File: config.mk
export PLATFORM = sky130hd
export DESIGN_NAME = dcr_regfile
export DESIGN_NICKNAME = d
export VERILOG_FILES = /design/src/design/dcr_pkg.sv /design/src/design/dcr_step_if.sv /design/src/design/dcr_ptr_step.sv /design/src/design/dcr_regfile.sv
export SDC_FILE = /design/constraint.sdc
export NUM_CORES = 2
export LEC_CHECK = 0
export BUFFER_PORTS_ARGS = -buffer_cell sky130_fd_sc_hd__buf_2
export CORE_MARGIN = 2
export CORE_UTILIZATION = 28
export DETAILED_ROUTE_END_ITERATION = 10
export PLACE_DENSITY_LB_ADDON = 0.15
export RECOVER_POWER = 50
export SLEW_MARGIN = 10
export SYNTH_ARGS = -nofsm -noshare
export SYNTH_HDL_FRONTEND = slang
export SYNTH_SLANG_ARGS = --single-unit
File: constraint.sdc
create_clock -name aclk -period 11.4 [get_ports aclk]
set_clock_uncertainty 0.1 [all_clocks]
set_input_delay 0.57 -clock aclk [delete_from_list [all_inputs] [get_ports aclk]]
set_output_delay 0.57 -clock aclk [all_outputs]
set_load 0.03 [all_outputs]
File: src/design/dcr_pkg.sv
// constants for the cpu register file with dsp pointer roles
// assumes a single aclk domain and a 12-bit axi4-lite byte address
package dcr_pkg;
   localparam int          DATA_W        = 32;
   localparam int          NUM_GPR       = 16;
   localparam int          NUM_CR        = 6;
   localparam int          ADDR_W        = 12;
   localparam logic [3:0]  IDX_R0        = 4'h0;
   localparam logic [3:0]  IDX_STACK     = 4'hf;
   localparam logic [3:0]  IDX_X0        = 4'h4;
   localparam logic [3:0]  IDX_Y0        = 4'h6;
   localparam logic [3:0]  IDX_XIDX      = 4'h8;
   localparam logic [3:0]  IDX_YIDX      = 4'h9;
   localparam logic [3:0]  IDX_S0        = 4'h2;
   localparam logic [3:0]  IDX_SIDX      = 4'h8;
   localparam logic [31:0] STACK_FRAME   = 32'h0000_0008;
   localparam logic [11:0] OFF_GPR_BASE  = 12'h000;
   localparam logic [11:0] OFF_CR_BASE   = 12'h040;
   localparam logic [11:0] OFF_CR_LAST   = 12'h054;
   localparam logic [31:0] SW_KEEP_MASK  = 32'h0fff_0fff;
   localparam logic [31:0] SW_RESET      = 32'h0000_0000;
   localparam logic [31:0] CR_RESET      = 32'h0000_0000;
   localparam logic [31:0] GPR_RESET     = 32'h0000_0000;
   localparam int          SW_CNT_LSB    = 16;
   localparam int          SW_CNT_MSB    = 27;
   localparam int          SW_YCIRC_BIT  = 11;
   localparam int          SW_XCIRC_BIT  = 10;
   localparam int          BND_END_LSB   = 16;
   localparam logic [1:0]  RESP_OKAY     = 2'b00;
   localparam logic [1:0]  RESP_SLVERR   = 2'b10;
   localparam logic [4:0]  MAP_MISS      = 5'h1f;
   typedef enum logic [2:0] {
      CR_STATUS = 3'b000,
      CR_LSTART = 3'b001,
      CR_LEND   = 3'b010,
      CR_GBASE  = 3'b011,
      CR_VBASE  = 3'b100,
      CR_BOUNDS = 3'b101
   } dcr_cr_sel_t;
endpackage

File: src/design/dcr_step_if.sv
// carrier between the register file and a pointer step unit
// assumes both ends sit in the aclk domain
`timescale 1ns/1ps
`default_nettype none
interface dcr_step_if;
   logic [31:0] ptr;
   logic [31:0] inc;
   logic        circ_en;
   logic [15:0] buf_start;
   logic [15:0] buf_end;
   logic [31:0] nxt;
   modport unit (input ptr, input inc, input circ_en, input buf_start, input buf_end,
                 output nxt);
   modport user (output ptr, output inc, output circ_en, output buf_start,
                 output buf_end, input nxt);
endinterface
`default_nettype wire

File: src/design/dcr_ptr_step.sv
// post-increment of one data pointer with optional circular wrap
// assumes buffer bounds compare on the low 16 address bits only
`timescale 1ns/1ps
`default_nettype none
module dcr_ptr_step (
   dcr_step_if.unit st
);
   logic [31:0] sum;
   always_comb begin
      sum    = st.ptr + st.inc;
      st.nxt = sum;
      // upper half comes from the full sum, so a carry out of bit 15 can leave the 64k page
      if (st.circ_en && (sum[15:0] > st.buf_end)) begin
         st.nxt = {sum[31:16], st.buf_start};
      end
   end
endmodule
`default_nettype wire

File: src/design/dcr_regfile.sv
// cpu register file: general, control, dsp pointer roles, axi4-lite window
// assumes decode drives one write per port per cycle, same aclk domain
//
// Design decisions made here: the AXI4-Lite interface to the registers and the placing of the registers.
`timescale 1ns/1ps
`default_nettype none
module dcr_regfile
   import dcr_pkg::*;
(
   input  wire logic              aclk,
   input  wire logic              aresetn,
   input  wire logic [ADDR_W-1:0] s_axi_awaddr,
   input  wire logic              s_axi_awvalid,
   output logic                   s_axi_awready,
   input  wire logic [31:0]       s_axi_wdata,
   input  wire logic [3:0]        s_axi_wstrb,
   input  wire logic              s_axi_wvalid,
   output logic                   s_axi_wready,
   output logic [1:0]             s_axi_bresp,
   output logic                   s_axi_bvalid,
   input  wire logic              s_axi_bready,
   input  wire logic [ADDR_W-1:0] s_axi_araddr,
   input  wire logic              s_axi_arvalid,
   output logic                   s_axi_arready,
   output logic [31:0]            s_axi_rdata,
   output logic [1:0]             s_axi_rresp,
   output logic                   s_axi_rvalid,
   input  wire logic              s_axi_rready,
   input  wire logic [3:0]        rd_a_addr,
   output logic [31:0]            rd_a_data,
   input  wire logic [3:0]        rd_b_addr,
   output logic [31:0]            rd_b_data,
   input  wire logic              gpr_we,
   input  wire logic [3:0]        gpr_waddr,
   input  wire logic [31:0]       gpr_wdata,
   input  wire logic              cr_we,
   input  wire logic [2:0]        cr_wsel,
   input  wire logic [31:0]       cr_wdata,
   input  wire logic [2:0]        cr_rsel,
   output logic [31:0]            cr_rdata,
   output logic [31:0]            index_r0,
   output logic [31:0]            hardware_stack_pointer,
   input  wire logic              exc_push,
   input  wire logic [31:0]       exc_pc,
   input  wire logic              exc_pop,
   input  wire logic [31:0]       exc_pop_status,
   output logic [31:0]            frame_addr,
   output logic [31:0]            frame_status,
   output logic [31:0]            frame_pc,
   input  wire logic              x_ptr_sel,
   input  wire logic              y_ptr_sel,
   input  wire logic              x_upd_en,
   input  wire logic              y_upd_en,
   output logic [31:0]            x_addr_pointer,
   output logic [31:0]            y_addr_pointer,
   output logic [31:0]            x_index_reg,
   output logic [31:0]            y_index_reg,
   input  wire logic [1:0]        s_ptr_sel,
   input  wire logic              s_upd_en,
   output logic [31:0]            single_data_pointer,
   output logic [31:0]            single_data_index_reg,
   input  wire logic [31:0]       gbase_disp,
   output logic [31:0]            gbase_addr,
   input  wire logic [31:0]       vector_offset,
   output logic [31:0]            vector_addr,
   input  wire logic              loop_dec,
   output logic [11:0]            loop_count_field,
   output logic [31:0]            loop_start_pointer,
   output logic [31:0]            loop_end_pointer,
   output logic                   x_circular_enable,
   output logic                   y_circular_enable
);
   logic [31:0] gpr_q [NUM_GPR];
   logic [31:0] gpr_d [NUM_GPR];
   logic [31:0] cr_q  [NUM_CR];
   logic [31:0] cr_d  [NUM_CR];
   logic        bvalid_q, bvalid_d, rvalid_q, rvalid_d;
   logic [1:0]  bresp_q, bresp_d, rresp_q, rresp_d;
   logic [31:0] rdata_q, rdata_d;
   logic [31:0] frame_addr_q, frame_addr_d, frame_status_q, frame_status_d;
   logic [31:0] frame_pc_q, frame_pc_d;
   logic        aw_take, ar_take;
   logic [4:0]  aw_map, ar_map;
   logic [3:0]  x_idx, y_idx, s_idx;
   logic [31:0] stk_ptr, s_next, status, bounds;
   dcr_step_if  x_st ();
   dcr_step_if  y_st ();

   // 0..15 general, 16..21 control, else unmapped
   function automatic logic [4:0] map_addr(input logic [ADDR_W-1:0] a);
      logic [11:0] off;
      off = 12'(a);
      if (off < OFF_CR_BASE) begin
         return {1'b0, off[5:2]};
      end else if (off <= OFF_CR_LAST) begin
         return 5'h10 + 5'((off - OFF_CR_BASE) >> 2);
      end else begin
         return MAP_MISS;
      end
   endfunction

   function automatic logic [31:0] merge(input logic [31:0] old, input logic [31:0] nw,
                                         input logic [3:0] be);
      logic [31:0] r;
      r = old;
      for (int i = 0; i < 4; i++) begin
         if (be[i]) begin
            r[8*i +: 8] = nw[8*i +: 8];
         end
      end
      return r;
   endfunction

   assign status = cr_q[CR_STATUS];
   assign bounds = cr_q[CR_BOUNDS];
   assign stk_ptr = gpr_q[IDX_STACK];
   assign x_idx  = IDX_X0 + {3'b000, x_ptr_sel};
   assign y_idx  = IDX_Y0 + {3'b000, y_ptr_sel};
   assign s_idx  = IDX_S0 + {2'b00, s_ptr_sel};

   // separate read paths so x and y fetch in one cycle
   assign x_addr_pointer        = gpr_q[x_idx];
   assign y_addr_pointer        = gpr_q[y_idx];
   assign x_index_reg           = gpr_q[IDX_XIDX];
   assign y_index_reg           = gpr_q[IDX_YIDX];
   assign single_data_pointer   = gpr_q[s_idx];
   assign single_data_index_reg = gpr_q[IDX_SIDX];
   assign index_r0              = gpr_q[IDX_R0];
   assign hardware_stack_pointer = stk_ptr;
   assign rd_a_data             = gpr_q[rd_a_addr];
   assign rd_b_data             = gpr_q[rd_b_addr];
   assign cr_rdata              = (cr_rsel < 3'(NUM_CR)) ? cr_q[cr_rsel] : 32'h0000_0000;
   assign gbase_addr            = cr_q[CR_GBASE] + gbase_disp;
   assign vector_addr           = cr_q[CR_VBASE] + vector_offset;
   assign loop_count_field      = status[SW_CNT_MSB:SW_CNT_LSB];
   assign loop_start_pointer    = cr_q[CR_LSTART];
   assign loop_end_pointer      = cr_q[CR_LEND];
   assign x_circular_enable     = status[SW_XCIRC_BIT];
   assign y_circular_enable     = status[SW_YCIRC_BIT];
   assign frame_addr            = frame_addr_q;
   assign frame_status          = frame_status_q;
   assign frame_pc              = frame_pc_q;

   assign x_st.ptr       = x_addr_pointer;
   assign x_st.inc       = x_index_reg;
   assign x_st.circ_en   = x_circular_enable;
   assign x_st.buf_start = bounds[BND_END_LSB-1:0];
   assign x_st.buf_end   = bounds[31:BND_END_LSB];
   assign y_st.ptr       = y_addr_pointer;
   assign y_st.inc       = y_index_reg;
   assign y_st.circ_en   = y_circular_enable;
   assign y_st.buf_start = bounds[BND_END_LSB-1:0];
   assign y_st.buf_end   = bounds[31:BND_END_LSB];
   // single transfers bypass the wrap unit entirely
   assign s_next         = single_data_pointer + single_data_index_reg;

   dcr_ptr_step u_x_step (.st(x_st.unit));
   dcr_ptr_step u_y_step (.st(y_st.unit));

   assign aw_take       = s_axi_awvalid && s_axi_wvalid && !bvalid_q;
   assign ar_take       = s_axi_arvalid && !rvalid_q;
   assign s_axi_awready = aw_take;
   assign s_axi_wready  = aw_take;
   assign s_axi_arready = ar_take;
   assign s_axi_bvalid  = bvalid_q;
   assign s_axi_bresp   = bresp_q;
   assign s_axi_rvalid  = rvalid_q;
   assign s_axi_rresp   = rresp_q;
   assign s_axi_rdata   = rdata_q;
   assign aw_map        = map_addr(s_axi_awaddr);
   assign ar_map        = map_addr(s_axi_araddr);

   // write priority, lowest first: bus, pointer steps, stack, instruction port
   always_comb begin
      for (int i = 0; i < NUM_GPR; i++) begin
         gpr_d[i] = gpr_q[i];
      end
      if (aw_take && !aw_map[4]) begin
         gpr_d[aw_map[3:0]] = merge(gpr_q[aw_map[3:0]], s_axi_wdata, s_axi_wstrb);
      end
      if (s_upd_en) begin
         gpr_d[s_idx] = s_next;
      end
      if (x_upd_en) begin
         gpr_d[x_idx] = x_st.nxt;
      end
      if (y_upd_en) begin
         gpr_d[y_idx] = y_st.nxt;
      end
      if (exc_push) begin
         gpr_d[IDX_STACK] = stk_ptr - STACK_FRAME;
      end else if (exc_pop) begin
         gpr_d[IDX_STACK] = stk_ptr + STACK_FRAME;
      end
      if (gpr_we) begin
         gpr_d[gpr_waddr] = gpr_wdata;
      end
   end

   always_comb begin
      for (int i = 0; i < NUM_CR; i++) begin
         cr_d[i] = cr_q[i];
      end
      if (aw_take && (aw_map >= 5'h10) && (aw_map != MAP_MISS)) begin
         cr_d[3'(aw_map - 5'h10)] = merge(cr_q[3'(aw_map - 5'h10)], s_axi_wdata, s_axi_wstrb);
      end
      if (loop_dec && (loop_count_field != 12'h000)) begin
         cr_d[CR_STATUS][SW_CNT_MSB:SW_CNT_LSB] = loop_count_field - 12'h001;
      end
      if (exc_pop) begin
         cr_d[CR_STATUS] = exc_pop_status;
      end
      if (cr_we && (cr_wsel < 3'(NUM_CR))) begin
         cr_d[cr_wsel] = cr_wdata;
      end
      cr_d[CR_STATUS] = cr_d[CR_STATUS] & SW_KEEP_MASK;
   end

   always_comb begin
      frame_addr_d   = frame_addr_q;
      frame_status_d = frame_status_q;
      frame_pc_d     = frame_pc_q;
      if (exc_push) begin
         frame_addr_d   = stk_ptr - STACK_FRAME;
         frame_status_d = status;
         frame_pc_d     = exc_pc;
      end
   end

   always_comb begin
      bvalid_d = bvalid_q;
      bresp_d  = bresp_q;
      rvalid_d = rvalid_q;
      rresp_d  = rresp_q;
      rdata_d  = rdata_q;
      if (aw_take) begin
         bvalid_d = 1'b1;
         bresp_d  = (aw_map == MAP_MISS) ? RESP_SLVERR : RESP_OKAY;
      end else if (s_axi_bready) begin
         bvalid_d = 1'b0;
      end
      if (ar_take) begin
         rvalid_d = 1'b1;
         if (ar_map == MAP_MISS) begin
            rresp_d = RESP_SLVERR;
            rdata_d = 32'h0000_0000;
         end else if (!ar_map[4]) begin
            rresp_d = RESP_OKAY;
            rdata_d = gpr_q[ar_map[3:0]];
         end else begin
            rresp_d = RESP_OKAY;
            rdata_d = cr_q[3'(ar_map - 5'h10)];
         end
      end else if (s_axi_rready) begin
         rvalid_d = 1'b0;
      end
   end

   always_ff @(posedge aclk) begin
      if (!aresetn) begin
         for (int i = 0; i < NUM_GPR; i++) begin
            gpr_q[i] <= GPR_RESET;
         end
         for (int i = 0; i < NUM_CR; i++) begin
            cr_q[i] <= CR_RESET;
         end
         cr_q[CR_STATUS] <= SW_RESET;
         bvalid_q        <= 1'b0;
         bresp_q         <= RESP_OKAY;
         rvalid_q        <= 1'b0;
         rresp_q         <= RESP_OKAY;
         rdata_q         <= 32'h0000_0000;
         frame_addr_q    <= 32'h0000_0000;
         frame_status_q  <= 32'h0000_0000;
         frame_pc_q      <= 32'h0000_0000;
      end else begin
         gpr_q          <= gpr_d;
         cr_q           <= cr_d;
         bvalid_q       <= bvalid_d;
         bresp_q        <= bresp_d;
         rvalid_q       <= rvalid_d;
         rresp_q        <= rresp_d;
         rdata_q        <= rdata_d;
         frame_addr_q   <= frame_addr_d;
         frame_status_q <= frame_status_d;
         frame_pc_q     <= frame_pc_d;
      end
   end
endmodule
`default_nettype wire

==> impl_results.md <==
- Area share of xor/xnor cells in the synthesized design: about 1.9%
- Count of input and output buffers: 901
- Hold_ws: 54.5 ps
- Worst hold path type: primary input to flip-flop
- Nets: a little under 10,000
- P_int: 5.93 mW
- Async S/R FF share, synth: 0%
- Post-synthesis compound-gate area fraction: a little under 30%
- Leading post-synthesis cells by cell area: sky130_fd_sc_hd__dfxtp_1 (23%), sky130_fd_sc_hd__mux4_2 (12%), sky130_fd_sc_hd__a21oi_1 (6.5%), sky130_fd_sc_hd__mux2i_1 (6.5%), sky130_fd_sc_hd__nand2_1 (5.1%)
- Number of buffers created by CTS: 110
- Top Registers: gpr_q (384), cr_q (64)
- Top reg by flops: gpr_q
- Detailed-route via count: just over 80,000
- Total chip power: 9.52 mW
- Global-route wire length before repair: 672,000 microns
- Number of endpoints with negative hold slack in the final report: 0
- Max-slew violation total from the final report: 1,009
- Final std cells w/o fill: 12,635
- Final setup violating endpoints: 0
- Req. time, crit path: approximately 12,000 ps
- Fraction of final layout cells sized beyond drive strength 1: 15.9%
- Final design utilization: 32.4%
- Capturing element type of the critical path: flip-flop
- Sum of routed wire length over all layers: 509,000 microns
- Global route overflow: 0
- Pre-CTS setup slack: 4300 ps
- Dominant combinational cell family by area after synthesis: compound AO/OA/AOI/OAI gates
- Initial antenna violation count: 78
- Yosys synthesis warning count: 0
- Peak supply drop: 0.136 mV
- Portion of netlist area occupied by mux cells: 20.1%
- Power per cell area: 117 mW/mm^2
- Number of top-level design ports: between 900 and 1,000
- Cells resized by post-CTS repair: 0
- Synth-to-layout area growth: 14.9%
- Number of post-CTS setup repair buffers: 0
- Flip-flop count of the largest register after layout: 384
- Critical register-to-register path endpoint: gpr_q[296]
- Number of vias per cell: 6.56
- Clock-pin slew of the registers on the worst-case setup and hold paths: around 60 ps
- Maximum cell stage delay along the critical path: 3410 ps
- Cell accounting for the most synthesized area: sky130_fd_sc_hd__dfxtp_1
- Final critical path time including I/O delays and setup: 8610 ps
- Ordered cell list for the critical path: clkbuf_1, inv_8, nor2_1, clkbuf_1, a22oi_1, o21ai_0, clkbuf_1
- EDFF count, synth: 0
- Setup CP Type: primary input to flip-flop
- Min-Delay Path Depth: 3
- Startpoint kind of the worst setup timing path: primary input
- Height of the die: between 500 and 600 microns
- Post-Synthesis Cell Area: 0.0709 sq mm
- Buffering stage count on the worst path with inverters included: 4
- Htree depth: 3
- Gate family responsible for the most delay along the worst path: buffers and inverters
- TritonCTS clock tree: done
- Site Rows: 184
- Most used cell, CP: sky130_fd_sc_hd__clkbuf_1
- Fraction of the yosys area taken by sequential cells: between 20% and 30%
- Post-layout instance area: 0.0814 sq mm
- Worst-case headroom to the max-slew limit: -232%
- Most used flip-flop cell after synthesis: sky130_fd_sc_hd__dfxtp_1
- Overall routing resource usage: between 30% and 40%
- Clock power share: 41.2%
- Hold-fix buffer count after cts: between 80 and 90
- Worst hold endpoint: loop_start_pointer[16]
- R2R depth: 17
- Max Clk Rate: about 0.12 GHz
- Combinational Power Share: 24.3%
- Fin Setup TNS: 0 ps
- CTS sink cnt: 820
- Count of maximum capacitance violations: 21
- Adder and majority cell fraction of the synthesized area: 3.51%
- Reg power frac: 34.5%
- Status: finished, violations left
- Final worst-path setup slack: 2790 ps
- Fraction of post-synthesis cell area in the top cell type by area: around 23%
- Maximum count of clock buffers along a single path: 3
- Placed wire-length estimate after detailed placement: 378,000 microns
- Floorplan Core Area: 0.251 sq mm
- Final worst-path cycle share: 75.6%
- Area of the die: around 0.26 sq mm
- RSZ-0062 raised after global routing: no
- Drt wl/cell: a little over 40 microns
- Via count of the first global-routing pass: roughly 74,000
- Startpoint of the tightest hold check path: cr_wdata[16]
- Share of synthesized cell area in and, or, nand and nor gates: between 10% and 20%
- Number of library cell types mapped by synthesis: 99
- Mapped Cells: 8,844
- Violations in the final reports: max-capacitance violations, max-slew violations
- Worst reg-to-reg setup slack: 5240 ps
- DP Area: 0.0772 sq mm
- Initial Utilization: 28.2%
- Pre-antenna DRT Iters: 7
- Root buffer cell: sky130_fd_sc_hd__clkbuf_16
- Clock insertion delay at the later pin of the skew report: between 800 and 900 ps
- Critical Path Start: aresetn
- Violation count after the first detailed-routing iteration: 12,727
- P_sw: 3.59 mW
- Final estimated routing congestion in global placement: 1.00
- Slew at the pin closest to its max-slew limit: 4970 ps
- Share of total power consumed by net switching: 37.7%
- Leakage power of the design: 29.4 nW
- Pin count of the biggest net entering global routing: 136
- Post-synthesis sequential element count: 820
- Origin of the critical flop-to-flop path: gpr_q[289]
- Largest fanout on the critical path: 96
- CP Data Arrival Time: 9140 ps
- Slowest stage cell on the critical path: sky130_fd_sc_hd__clkbuf_1
- Antenna violation net count after detailed routing: 0
- Mean instance size in the synthesized netlist: approximately 8.0 sq um
- Post-route DRC: 0
- Floorplan die width: 507 microns
- Dpl cells: between 10,000 and 15,000
-- cell usage in the layout, fill, tap and decap left out, drive strengths merged, types with 44 or more instances in the layout --
master,synthesis,final
mux4,376,376
a21o,82,82
a211oi,197,197
mux2,103,103
a22oi,126,126
nor2,576,576
a22o,44,44
ha,191,191
and2,51,51
nor2b,45,45
diode,0,57
a221o,46,46
buf,450,701
a32oi,71,71
o22ai,185,185
nor3,93,93
dfxtp,820,820
xor2,49,49
o211ai,65,65
inv,125,130
a31oi,220,220
and3,49,49
o21ai,722,722
clkbuf,665,643
mux2i,460,460
dlygate4sd3,0,88
a21oi,930,930
nand3,268,268
a221oi,93,93
a311oi,50,50
nor4,53,53
nand2,962,962
xnor2,106,106
-- metal layers --
metal	wire length, microns	share of wire, %	GRT usage (%)	up-vias
met5	406	0.080	0	-
met1	204000	40	49.7	41375
li1	-	-	-	34119
met4	31400	6.2	19.2	60
met3	77600	15	17.0	1084
met2	196000	38	50.5	6281
-- how the worst max path moves through the flow --
stage / to / cells after the start
4_1_cts: gpr_q[256] / 18
5_1_grt: frame_status[10] / 5
3_5_place_dp: gpr_q[256] / 18
6_report: s_axi_rdata[28] / 7
3_3_place_gp: gpr_q[270] / 18
2_1_floorplan: gpr_q[270] / 20
-- Yosys cell counts (24+ instances only) --
cell	instances
sky130_fd_sc_hd__nand2_1	962
sky130_fd_sc_hd__a21oi_1	923
sky130_fd_sc_hd__dfxtp_1	820
sky130_fd_sc_hd__o21ai_0	704
sky130_fd_sc_hd__clkbuf_1	665
sky130_fd_sc_hd__nor2_1	575
sky130_fd_sc_hd__mux2i_1	460
sky130_fd_sc_hd__mux4_2	376
sky130_fd_sc_hd__nand3_1	268
sky130_fd_sc_hd__buf_4	250
sky130_fd_sc_hd__a31oi_1	220
sky130_fd_sc_hd__a211oi_1	197
sky130_fd_sc_hd__ha_1	191
sky130_fd_sc_hd__o22ai_1	185
sky130_fd_sc_hd__a22oi_1	126
sky130_fd_sc_hd__inv_1	125
sky130_fd_sc_hd__buf_1	120
sky130_fd_sc_hd__xnor2_1	106
sky130_fd_sc_hd__mux2_2	103
sky130_fd_sc_hd__a221oi_1	93
sky130_fd_sc_hd__nor3_1	91
sky130_fd_sc_hd__a21o_1	82
sky130_fd_sc_hd__buf_2	79
sky130_fd_sc_hd__a32oi_1	71
sky130_fd_sc_hd__o211ai_1	65
sky130_fd_sc_hd__a311oi_1	50
sky130_fd_sc_hd__and3_1	49
sky130_fd_sc_hd__xor2_1	49
sky130_fd_sc_hd__and2_1	48
sky130_fd_sc_hd__nor4_1	47
sky130_fd_sc_hd__a221o_1	46
sky130_fd_sc_hd__nor2b_1	45
sky130_fd_sc_hd__a22o_1	44
sky130_fd_sc_hd__nand2b_1	41
sky130_fd_sc_hd__o221ai_1	39
sky130_fd_sc_hd__o21a_1	36
sky130_fd_sc_hd__nand4_1	32
sky130_fd_sc_hd__o32ai_1	32
sky130_fd_sc_hd__o311ai_0	28
sky130_fd_sc_hd__or3_1	24
-- worst min-delay path: cells and delay by family --
kind / cells / cell delay, ps
and+or+nand+nor: 1 / 110
AOI/OAI and AO/OA: 1 / 50
buffers and inverters: 1 / 150
-- power by group through the flow --
stage / sequential [mW] / combinational (mW) / clock [mW]
2_1_floorplan: 3.18 / 1.35 / 0
3_5_place_dp: 3.31 / 2.21 / 0
6_report: 3.28 / 2.31 / 3.92
5_1_grt: 3.28 / 2.38 / 4.03
4_1_cts: 3.25 / 2.24 / 3.93
3_3_place_gp: 3.31 / 2.19 / 0
-- cell type report --
| cell class | instances | area, sq um |
|---|---|---|
| multi-input combinational | 6793 | 49300 |
| tap | 3348 | 4190 |
| sequential | 820 | 16400 |
| clock inverter | 60 | 781 |
| antenna | 57 | 143 |
| timing repair buffer | 1286 | 6990 |
| clock buffer | 146 | 3090 |
| inverter | 125 | 477 |
| fill | 26987 | 170000 |
-- kinds of logic (layout without fill, tap and decap cells) --
kind of cell	count (synthesis)	count (layout)
AO/OA/AOI/OAI	3215	3215
XOR/XNOR	155	155
adder cells (fa/ha/maj)	196	196
buffers and inverters	1240	1617
flip-flops	820	820
multiplexers	939	939
other	1	67
AND/OR/NAND/NOR	2278	2278
Power figures use the tool's default switching activity.
